`src/rtl/osf_pkg.sv`:
```
/*
  Shared constants for the one-time-programmable sector and parameter-read
  logic of a serial flash, and for the serial host that drives it.
  Assumes a single 250 MHz system clock on both ends.
*/
package osf_pkg;
  // System clock rate
  localparam int unsigned CLK_MHZ  = 250;
  // Serial clock period that the host makes, and least select-high time
  localparam int unsigned SCLK_NS  = 128;
  localparam int unsigned GAP_NS   = 15;
  localparam int unsigned HALF_CYC = (SCLK_NS * CLK_MHZ) / 2000;
  localparam int unsigned GAP_CYC  = (GAP_NS * CLK_MHZ + 999) / 1000;
  localparam logic [4:0]  HALF_CNT = 5'(HALF_CYC - 1);
  localparam logic [4:0]  GAP_CNT  = 5'(GAP_CYC);

  // Opcodes
  localparam logic [7:0] OP_WRITE_STATUS_COMMAND  = 8'h01;
  localparam logic [7:0] OP_PROG  = 8'h02;
  localparam logic [7:0] OP_READ  = 8'h03;
  localparam logic [7:0] OP_WRITE_DISABLE_COMMAND  = 8'h04;
  localparam logic [7:0] OP_READ_STATUS_COMMAND  = 8'h05;
  localparam logic [7:0] OP_SE4K  = 8'h20;
  localparam logic [7:0] OP_OTP   = 8'h3A;
  localparam logic [7:0] OP_SFDP  = 8'h5A;
  localparam logic [7:0] OP_CE    = 8'hC7;
  localparam logic [7:0] OP_BE64K = 8'hD8;
  localparam logic [7:0] OP_NONE  = 8'hFF;

  // Status byte fields
  localparam int unsigned ST_BUSY  = 0;
  localparam int unsigned ST_BP_LO = 2;
  localparam int unsigned ST_BP_HI = 5;
  localparam int unsigned ST_PROT  = 7;

  // Bit positions within a frame
  localparam logic [5:0] BITS_CMD = 6'd8;
  localparam logic [5:0] BITS_WR  = 6'd16;
  localparam logic [5:0] BITS_A3  = 6'd32;
  localparam logic [5:0] BITS_A4  = 6'd40;
  localparam logic [5:0] BITS_DUM = 6'd8;
  localparam logic [5:0] CNT_HI   = 6'd63;
  localparam logic [5:0] CNT_LO   = 6'd56;

  // Discoverable-parameter contents
  localparam logic [31:0] SFDP_SIG   = 32'h5044_4653;
  localparam logic [7:0]  SFDP_MIN   = 8'h00;
  localparam logic [7:0]  SFDP_MAJ   = 8'h01;
  localparam logic [7:0]  SFDP_NPH   = 8'h00;
  localparam logic [7:0]  PT_LEN     = 8'h09;
  localparam logic [23:0] PT_PTR     = 24'h00_0030;
  localparam logic [31:0] PT_DENSITY = 32'h00FF_FFFF;

  typedef enum logic [1:0] {
    OK_PROG   = 2'd0,
    OK_SECTOR = 2'd1,
    OK_BLOCK  = 2'd2,
    OK_CHIP   = 2'd3
  } osf_op_type;
endpackage

```
`src/rtl/osf_spi_if.sv`:
```
/*
  Serial link between the flash end and the host end: select, clock,
  data in and data out with its enable.
  Assumes a pull-up on the data-out line while the flash releases it.
*/
`timescale 1ns/1ns
interface osf_spi_if;
  logic sel_n;
  logic sclk;
  logic sdi;
  logic sdo;
  logic sdo_oe;
  logic sdo_pin;

  assign sdo_pin = sdo_oe ? sdo : 1'b1;

  modport dev  (input sel_n, sclk, sdi, output sdo, sdo_oe);
  modport host (output sel_n, sclk, sdi, input sdo_pin);
endinterface

```
`src/rtl/osf_flash_dev.sv`:
```
/*
  Flash end: decodes serial frames for the one-time-programmable sector
  mode and the discoverable-parameter read, keeps protect and lock bits,
  and hands program, erase and read accesses to the storage beside it.
  Assumes storage answers rd_data_i for rd_addr_o within a few cycles,
  and that busy_i is high while a program, erase or status cycle runs.
*/
`timescale 1ns/1ns
module osf_flash_dev (
  input  logic                clock_i,
  input  logic                resetn_i,
  osf_spi_if.dev              bus,
  input  logic                addr4_i,
  input  logic                busy_i,
  input  logic [7:0]          rd_data_i,
  output logic [31:0]         rd_addr_o,
  output logic                rd_otp_o,
  output logic                otp_mode_o,
  output logic                otp_lock_o,
  output logic                op_valid_o,
  output osf_pkg::osf_op_type op_kind_o,
  output logic                op_otp_o,
  output logic [31:0]         op_addr_o,
  output logic [7:0]          op_data_o
);
  import osf_pkg::*;

  logic [2:0]  s1_q, s2_q;
  logic        sclk_d1_q, sel_d1_q;
  logic        in_frame, rise, fall, f_start, f_end, bit_in;
  logic [5:0]  cnt_q, addr_end, hdr_out;
  logic [6:0]  sr_q, sh_q;
  logic [7:0]  op_q, wd_q, byte_in, fetch, status;
  logic [31:0] addr_q, addr_m;
  logic [2:0]  ocnt_q;
  logic        rej_q, otp_q, lock_q, srp_q, sdo_q, oe_q;
  logic [3:0]  bp_q;
  logic        otp_ok, arr_ok, out_cmd, out_go, data_byte, is_erase, erase_ok;
  osf_op_type  kind;

  function automatic logic [7:0] sfdp_rom(input logic [7:0] a);
    unique case (a)
      8'h00: sfdp_rom = SFDP_SIG[7:0];
      8'h01: sfdp_rom = SFDP_SIG[15:8];
      8'h02: sfdp_rom = SFDP_SIG[23:16];
      8'h03: sfdp_rom = SFDP_SIG[31:24];
      8'h04: sfdp_rom = SFDP_MIN;
      8'h05: sfdp_rom = SFDP_MAJ;
      8'h06: sfdp_rom = SFDP_NPH;
      8'h08, 8'h09: sfdp_rom = 8'h00;
      8'h0A: sfdp_rom = SFDP_MAJ;
      8'h0B: sfdp_rom = PT_LEN;
      8'h0C: sfdp_rom = PT_PTR[7:0];
      8'h0D: sfdp_rom = PT_PTR[15:8];
      8'h0E: sfdp_rom = PT_PTR[23:16];
      8'h30: sfdp_rom = 8'hE5;
      8'h31, 8'h4D: sfdp_rom = OP_SE4K;
      8'h32: sfdp_rom = 8'hB3;
      8'h34: sfdp_rom = PT_DENSITY[7:0];
      8'h35: sfdp_rom = PT_DENSITY[15:8];
      8'h36: sfdp_rom = PT_DENSITY[23:16];
      8'h37: sfdp_rom = PT_DENSITY[31:24];
      // quad fast read dummies and modes
      8'h38, 8'h4A: sfdp_rom = 8'h44;
      8'h39, 8'h4B: sfdp_rom = 8'hEB;
      8'h3A, 8'h46, 8'h4E, 8'h52: sfdp_rom = 8'h00;
      8'h3C: sfdp_rom = 8'h08;
      8'h3D: sfdp_rom = 8'h3B;
      8'h3E: sfdp_rom = 8'h04;
      8'h3F: sfdp_rom = 8'hBB;
      8'h40: sfdp_rom = 8'hFE;
      8'h4C: sfdp_rom = 8'h0C;
      8'h50: sfdp_rom = 8'h10;
      8'h51: sfdp_rom = OP_BE64K;
      default: sfdp_rom = 8'hFF;
    endcase
  endfunction

  function automatic logic [31:0] bump(input logic [31:0] a, input logic sfdp,
                                       input logic otp);
    if (sfdp) begin
      bump = {24'h00_0000, a[7:0] + 8'h01};
    end else if (otp) begin
      bump = {23'h00_0000, a[8:0] + 9'h001};
    end else begin
      bump = a + 32'h0000_0001;
    end
  endfunction

  // Select, clock and data cross in through two flops each
  always_ff @(posedge clock_i or negedge resetn_i) begin
    if (!resetn_i) begin
      s1_q      <= 3'b100;
      s2_q      <= 3'b100;
      sclk_d1_q <= 1'b0;
      sel_d1_q  <= 1'b1;
    end else begin
      s1_q      <= {bus.sel_n, bus.sclk, bus.sdi};
      s2_q      <= s1_q;
      sclk_d1_q <= s2_q[1];
      sel_d1_q  <= s2_q[2];
    end
  end

  assign in_frame = ~s2_q[2];
  assign f_start  = in_frame & sel_d1_q;
  assign f_end    = ~in_frame & ~sel_d1_q;
  assign rise     = in_frame & s2_q[1] & ~sclk_d1_q;
  assign fall     = in_frame & ~s2_q[1] & sclk_d1_q;
  assign bit_in   = s2_q[0];
  assign byte_in  = {sr_q, bit_in};
  assign addr_end = addr4_i ? BITS_A4 : BITS_A3;
  assign addr_m   = otp_q ? {23'h00_0000, addr_q[8:0]} : addr_q;
  assign otp_ok   = ~lock_q & (bp_q == 4'h0) & ~busy_i;
  assign arr_ok   = ~otp_q & ~busy_i;
  assign data_byte = rise & (op_q == OP_PROG) & (cnt_q >= addr_end) & (cnt_q[2:0] == 3'd7);

  always_comb begin
    status = 8'h00;
    status[ST_BUSY] = busy_i;
    status[ST_BP_HI:ST_BP_LO] = bp_q;
    status[ST_PROT] = otp_q ? lock_q : srp_q;
  end

  always_comb begin
    hdr_out = BITS_CMD;
    fetch   = rd_data_i;
    out_cmd = 1'b0;
    unique case (op_q)
      OP_READ_STATUS_COMMAND: begin
        out_cmd = 1'b1;
        fetch   = status;
      end
      OP_READ: begin
        out_cmd = 1'b1;
        hdr_out = addr_end;
      end
      OP_SFDP: begin
        out_cmd = ~rej_q;
        hdr_out = addr_end + BITS_DUM;
        fetch   = sfdp_rom(addr_q[7:0]);
      end
      default: ;
    endcase
  end
  assign out_go = fall & out_cmd & (cnt_q >= hdr_out);

  always_comb begin
    kind     = OK_SECTOR;
    is_erase = 1'b0;
    unique case (op_q)
      OP_SE4K: is_erase = (cnt_q == addr_end);
      OP_BE64K: begin
        kind     = OK_BLOCK;
        is_erase = (cnt_q == addr_end);
      end
      OP_CE: begin
        kind     = OK_CHIP;
        is_erase = (cnt_q == BITS_CMD);
      end
      default: ;
    endcase
  end
  // only sector erase in OTP mode
  assign erase_ok = otp_q ? ((op_q == OP_SE4K) & otp_ok) : arr_ok;

  // Counter folds back to 56 so byte phase survives long frames
  always_ff @(posedge clock_i or negedge resetn_i) begin
    if (!resetn_i) begin
      cnt_q  <= 6'd0;
      sr_q   <= 7'h00;
      op_q   <= OP_NONE;
      wd_q   <= 8'h00;
      rej_q  <= 1'b0;
      addr_q <= 32'h0000_0000;
    end else if (f_start) begin
      cnt_q  <= 6'd0;
      op_q   <= OP_NONE;
      rej_q  <= 1'b0;
      addr_q <= 32'h0000_0000;
    end else if (rise) begin
      cnt_q <= (cnt_q == CNT_HI) ? CNT_LO : cnt_q + 6'd1;
      sr_q  <= byte_in[6:0];
      if (cnt_q == BITS_CMD - 6'd1) begin
        op_q  <= byte_in;
        rej_q <= busy_i;
      end
      if (cnt_q[2:0] == 3'd7) begin
        wd_q <= byte_in;
      end
      if (cnt_q >= BITS_CMD && cnt_q < addr_end) begin
        addr_q <= {addr_q[30:0], bit_in};
      end else if (data_byte) begin
        addr_q <= bump(addr_q, 1'b0, otp_q);
      end
    end else if (out_go && ocnt_q == 3'd0) begin
      addr_q <= bump(addr_q, op_q == OP_SFDP, otp_q);
    end
  end

  always_ff @(posedge clock_i or negedge resetn_i) begin
    if (!resetn_i) begin
      oe_q   <= 1'b0;
      sdo_q  <= 1'b0;
      sh_q   <= 7'h00;
      ocnt_q <= 3'd0;
    end else if (!in_frame || f_start) begin
      oe_q   <= 1'b0;
      ocnt_q <= 3'd0;
    end else if (out_go) begin
      oe_q   <= 1'b1;
      ocnt_q <= ocnt_q + 3'd1;
      if (ocnt_q == 3'd0) begin
        {sdo_q, sh_q} <= fetch;
      end else begin
        {sdo_q, sh_q} <= {sh_q, 1'b0};
      end
    end
  end
  assign bus.sdo    = sdo_q;
  assign bus.sdo_oe = oe_q & in_frame;

  // Lock is volatile here; storage must keep it across power
  always_ff @(posedge clock_i or negedge resetn_i) begin
    if (!resetn_i) begin
      otp_q  <= 1'b0;
      lock_q <= 1'b0;
      srp_q  <= 1'b0;
      bp_q   <= 4'h0;
    end else if (f_end) begin
      unique case (op_q)
        OP_OTP: begin
          if (cnt_q == BITS_CMD && !busy_i) begin
            otp_q <= 1'b1;
          end
        end
        OP_WRITE_DISABLE_COMMAND: begin
          if (cnt_q == BITS_CMD) begin
            otp_q <= 1'b0;
          end
        end
        OP_WRITE_STATUS_COMMAND: begin
          if (cnt_q == BITS_WR && !busy_i) begin
            if (otp_q) begin
              lock_q <= 1'b1;
            end else begin
              srp_q <= wd_q[ST_PROT];
              bp_q  <= wd_q[ST_BP_HI:ST_BP_LO];
            end
          end
        end
        default: ;
      endcase
    end
  end
  assign otp_mode_o = otp_q;
  assign otp_lock_o = lock_q;
  assign rd_addr_o  = addr_m;
  assign rd_otp_o   = otp_q;

  always_ff @(posedge clock_i or negedge resetn_i) begin
    if (!resetn_i) begin
      op_valid_o <= 1'b0;
      op_kind_o  <= OK_PROG;
      op_otp_o   <= 1'b0;
      op_addr_o  <= 32'h0000_0000;
      op_data_o  <= 8'h00;
    end else begin
      op_valid_o <= 1'b0;
      if (data_byte && (otp_q ? otp_ok : arr_ok)) begin
        op_valid_o <= 1'b1;
        op_kind_o  <= OK_PROG;
        op_otp_o   <= otp_q;
        op_addr_o  <= addr_m;
        op_data_o  <= byte_in;
      end else if (f_end && is_erase && erase_ok) begin
        op_valid_o <= 1'b1;
        op_kind_o  <= kind;
        op_otp_o   <= otp_q;
        op_addr_o  <= addr_m;
      end
    end
  end
endmodule // osf_flash_dev

```
`src/flat_wrapper.sv`:
```
// flat-port wrapper written by rule: the top's interface ports become plain ports
module osf_flash_dev_flat import osf_pkg::*;
  (clock_i, resetn_i, addr4_i, busy_i, rd_data_i, rd_addr_o, rd_otp_o, otp_mode_o, otp_lock_o, op_valid_o, op_kind_o, op_otp_o, op_addr_o, op_data_o, bus_sel_n, bus_sclk, bus_sdi, bus_sdo, bus_sdo_oe);
  osf_spi_if bus_i ();
  input  logic clock_i;
  input  logic resetn_i;
  input  logic addr4_i;
  input  logic busy_i;
  input  logic [7:0] rd_data_i;
  output logic [31:0] rd_addr_o;
  output logic rd_otp_o;
  output logic otp_mode_o;
  output logic otp_lock_o;
  output logic op_valid_o;
  output osf_pkg::osf_op_type op_kind_o;
  output logic op_otp_o;
  output logic [31:0] op_addr_o;
  output logic [7:0] op_data_o;
  input wire logic [$bits(bus_i.sel_n)-1:0] bus_sel_n;
  input wire logic [$bits(bus_i.sclk)-1:0] bus_sclk;
  input wire logic [$bits(bus_i.sdi)-1:0] bus_sdi;
  output wire logic [$bits(bus_i.sdo)-1:0] bus_sdo;
  output wire logic [$bits(bus_i.sdo_oe)-1:0] bus_sdo_oe;
  assign bus_i.sel_n = bus_sel_n;
  assign bus_i.sclk = bus_sclk;
  assign bus_i.sdi = bus_sdi;
  assign bus_sdo = bus_i.sdo;
  assign bus_sdo_oe = bus_i.sdo_oe;
  osf_flash_dev u_core (.clock_i(clock_i), .resetn_i(resetn_i), .bus(bus_i), .addr4_i(addr4_i), .busy_i(busy_i), .rd_data_i(rd_data_i), .rd_addr_o(rd_addr_o), .rd_otp_o(rd_otp_o), .otp_mode_o(otp_mode_o), .otp_lock_o(otp_lock_o), .op_valid_o(op_valid_o), .op_kind_o(op_kind_o), .op_otp_o(op_otp_o), .op_addr_o(op_addr_o), .op_data_o(op_data_o));
endmodule
```
`config.mk`:
```
export PLATFORM = sky130hd
export DESIGN_NAME = osf_flash_dev_flat
export DESIGN_NICKNAME = d
export VERILOG_FILES = /design/src/rtl/osf_pkg.sv /design/src/rtl/osf_spi_if.sv /design/src/rtl/osf_flash_dev.sv /design/src/flat_wrapper.sv
export SDC_FILE = /design/constraint.sdc
export NUM_CORES = 1
export LEC_CHECK = 0
export BUFFER_PORTS_ARGS = -buffer_cell sky130_fd_sc_hd__buf_2
export CAP_MARGIN = 5
export CORE_MARGIN = 2
export CORE_UTILIZATION = 40
export CTS_BUF_LIST = sky130_fd_sc_hd__clkbuf_16
export DETAILED_ROUTE_END_ITERATION = 10
export HOLD_SLACK_MARGIN = 0.05
export PLACE_DENSITY = 0.67
export SLEW_MARGIN = 20
export SYNTH_ARGS = -nofsm -noshare
export SYNTH_HDL_FRONTEND = slang
export SYNTH_SLANG_ARGS = --single-unit
```
`constraint.sdc`:
```
create_clock -name clock_i -period 3.9 [get_ports clock_i]
set_input_delay 0.195 -clock clock_i [delete_from_list [all_inputs] [get_ports clock_i]]
set_output_delay 0.195 -clock clock_i [all_outputs]
set_load 0.02 [all_outputs]
```
==> results by group <==
STA
  – Setup TNS Final: 0 ns
  – Upper clock frequency limit: 287 MHz
  – Fin. Hold Viols: 0
  – Final setup vio count: 0
  – Worst Tran Pin Value: 0.949 ns
  – Final Cycle Share: 0.893
  – Slew Limit Fails: 0
  – Minimum clock period: 3.48 ns
  – Clock skew: 0.00789 ns
  – RSZ-0062 raised after global routing: no
  – Max-slew headroom at the worst pin: 0.361

Critical path
  – RR Endpoint: u_core.addr_q[18]
  – Crit path capture: u_core.addr_q[18]
  – Slowest CP cell: dfstp_2
  – Critical Path Stages: 12
  – Crit end category: register
  – Worst setup path class: reg2reg
  – Worst-path cell chain: and3_1, and3_1, nand2_1, o21a_1, ha_1, nor4b_1, o21ai_0, a21oi_1, a31oi_2, buf_4, a211o_1, a32o_1
  – Setup slack, reg-to-reg: approximately 0.42 ns
  – Critical R2R Launch: u_core.op_q[1]
  – Critical path's largest stage delay: 0.59 ns
  – Arrival time at the worst endpoint: approximately 3.8 ns
  – Top cell by count, worst path: and3_1
  – Critical path startpoint category: register
  – Buf/Inv on CP: 1
  – Register-to-Register Path Depth: 12
  – CP Launch Point: u_core.op_q[1]
  – CP required: between 4 and 5 ns
  – Crit path max-delay family: compound AO/OA/AOI/OAI gates
  – Largest fanout on the critical path: 24

Placement
  – Routability cong.: 0.933
  – DP Area: 0.00839 mm²
  – IO buf count: 95
  – Hpwl dp: 14,400 µm

Status
  – Status: finished clean

Global routing
  – GRT overflow: 0
  – Vias in the first global route: 6,600
  – Initial antenna violation count: 0
  – First-pass GRT wire length: 35,100 µm
  – All-Layer GR Usage: 0.215
  – Largest net degree at the start of global routing: between 70 and 80

Worst hold path
  – WHS Path Cells: 3
  – Hold Crit Class: in2reg

Detailed routing
  – DRC viols: 0
  – Drt wl/cell: 18.4 µm
  – Via-per-instance ratio: 5.89
  – WL final: 21,400 µm
  – Vias: 6,826
  – Antenna-violating nets left: 0
  – Initial DRC count: 642
  – DRT Pass-1 Iters: 5

Flow run
  – Max cap viols: 0

Cells and area
  – Share of layout cells above drive strength 1: 0.247
  – Area grow syn2layout: 16.2%
  – Leading cell type in the layout, fill and taps excluded: dfrtp_1
  – Antenna fix cells: 0
  – Fillcell total: 1,758
  – Most frequent cells in the layout: dfrtp_1, buf_2, nand2_1
  – Nets@finish: between 900 and 1,000
  – Design area: 0.00900 mm²

Die
  – Die area: between 0.02 and 0.025 mm²
  – Overall die height: around 140 µm
  – IO Count: 96
  – # rows: 50
  – Core area: 0.0188 mm²
  – Initial Utilization: 0.411
  – Die X: approximately 140 µm

Clock network
  – Root Buffer: clkbuf_16
  – TritonCTS Sinks: 130
  – H-tree Lvls: 4
  – Post-CTS resize count: 0
  – CTS tree: done
  – Max clock buf depth: 2
  – Post-CTS Setup Inserts: 0
  – Clk Latency, worst-skew pair: 0.43 ns
  – Clk slew on worst S/H paths: 0.06 ns
  – Number of clock buffers inserted by TritonCTS: 17

Logic synthesis
  – Share of the synthesized area in the top cell type: 0.385
  – Cell taking the most area after synthesis: dfrtp_1
  – Async set or reset register ratio after synthesis: 1.00
  – Synth unique cells: 73
  – Avg Cell Area, Syn: 9.47 µm²
  – Main flop type after synthesis: dfrtp_1
  – Leading post-synthesis cells by cell area: dfrtp_1, mux2_2, dfstp_2
  – Warnings, synthesis: 0
  – Mapped Area: about 0.0077 mm²
  – Number of synthesized flops with an enable pin: 0
  – Mapped Cells: 818
  – Syn_nets: around 850
  – Sequential share of the synthesized area: 0.422
  – Post-synthesis register bit count: 130

Power and ir drop
  – Leakage: 4.12 nW
  – Power per cell area: 408 mW/mm²
  – Peak supply drop: 332 µV
-- cell usage after synthesis (4+ instances only) --
| library cell | n |
|---|---|
| buf_2 | 6 |
| a21o_1 | 6 |
| or3_1 | 4 |
| buf_4 | 13 |
| a32o_1 | 5 |
| o21ai_0 | 51 |
| nand3_1 | 25 |
| dfstp_2 | 11 |
| nand2b_1 | 8 |
| and3_1 | 7 |
| nand4b_1 | 4 |
| mux2_2 | 53 |
| nor4_1 | 10 |
| inv_1 | 28 |
| nor2_1 | 38 |
| a211oi_1 | 14 |
| a211o_1 | 4 |
| o2111ai_1 | 4 |
| nor3b_1 | 7 |
| a31oi_1 | 7 |
| a21oi_1 | 32 |
| mux2i_1 | 15 |
| o211ai_1 | 13 |
| ha_1 | 19 |
| buf_1 | 4 |
| o31ai_1 | 16 |
| and2_1 | 4 |
| nand2_1 | 76 |
| o22ai_1 | 16 |
| xnor2_1 | 6 |
| nor3_1 | 28 |
| o32a_1 | 4 |
| a22oi_1 | 9 |
| a221o_1 | 4 |
| clkbuf_1 | 45 |
| nand4_1 | 16 |
| a32oi_1 | 4 |
| and4_1 | 5 |
| nor2b_1 | 26 |
| dfrtp_1 | 119 |
-- where the power goes --
part	switching, mW	internal [mW]	total, mW
logic	0.410	0.222	0.632
registers	0.0882	1.39	1.48
clock network	0.625	0.932	1.56
-- metrics by stage --
stage / util / total power, mW / cells / hold WS (ns) / worst slack [ns]
2_1_floorplan: - / 1.93 / 818 / -0.101 / 0.524
3_3_place_gp: 0.446 / 2.11 / 1123 / 0.269 / 0.560
3_5_place_dp: 0.446 / 2.12 / 1123 / 0.277 / 0.450
4_1_cts: 0.478 / 3.69 / 1159 / 0.127 / 0.439
5_1_grt: 0.478 / 3.83 / 1159 / 0.157 / 0.102
6_report: 0.478 / 3.67 / 1159 / 0.142 / 0.419
-- repair_timing --
action,4_1_cts,5_1_grt
hold endpoints to repair,68,0
endpoints found under the setup margin,0,0
hold buffers,4,0
-- layer usage --
metal | GRT usage | routed length, µm | vias up
met5 | 0 | 0 | -
met3 | 0.0469 | 1380 | 29
met1 | 0.308 | 9970 | 3342
met2 | 0.322 | 9630 | 270
met4 | 0.0703 | 377 | 0
li1 | - | - | 3185
-- layout make-up --
cell class / count / area, µm² / area share
Multi-Input combinational cell: 591 / 4070 / 0.452
Sequential cell: 130 / 3270 / 0.363
Timing Repair Buffer: 118 / 664 / 0.0738
Clock buffer: 17 / 425 / 0.0473
Tap cell: 260 / 325 / 0.0361
Clock inverter: 15 / 141 / 0.0157
Inverter: 28 / 105 / 0.0117
-- worst min-delay path, stage by stage --
cell and delay [ns]:
buf_2 0.15, mux2i_1 0.09, nor2_1 0.08
-- registers in the layout (all words and copies together) (netlist names), 2 cells and up --
| signal | cells |
|---|---|
| u_core.addr_q | 32 |
| u_core.op_addr_o | 32 |
| u_core.op_data_o | 8 |
| u_core.op_q | 8 |
| u_core.sh_q | 7 |
| u_core.sr_q | 7 |
| u_core.cnt_q | 6 |
| u_core.wd_q | 5 |
| u_core.bp_q | 4 |
| u_core.ocnt_q | 3 |
| u_core.s1_q | 3 |
| u_core.s2_q | 3 |
| u_core.op_kind_o | 2 |
-- cells by family (layout without fill, tap and decap cells) --
group,Yosys count,in the layout,synth area share
simple gates,273,273,0.184
compound gates,222,222,0.201
flops,130,130,0.422
buf+inv,97,178,0.0544
mux,69,69,0.0994
fa+ha+maj,19,19,0.0307
xor+xnor,8,8,0.00905
-- worst min-delay path by stage --
stage	from	endpoint	slack, ns
6_report	busy_i	u_core.rej_q	0.14
5_1_grt	busy_i	u_core.rej_q	0.16
4_1_cts	busy_i	u_core.rej_q	0.13
3_5_place_dp	resetn_i	u_core.op_data_o[6]	0.28
3_3_place_gp	resetn_i	u_core.op_data_o[6]	0.27
2_1_floorplan	resetn_i	u_core.addr_q[0]	-0.10
Note: power is estimated with default switching activity, not from simulation.
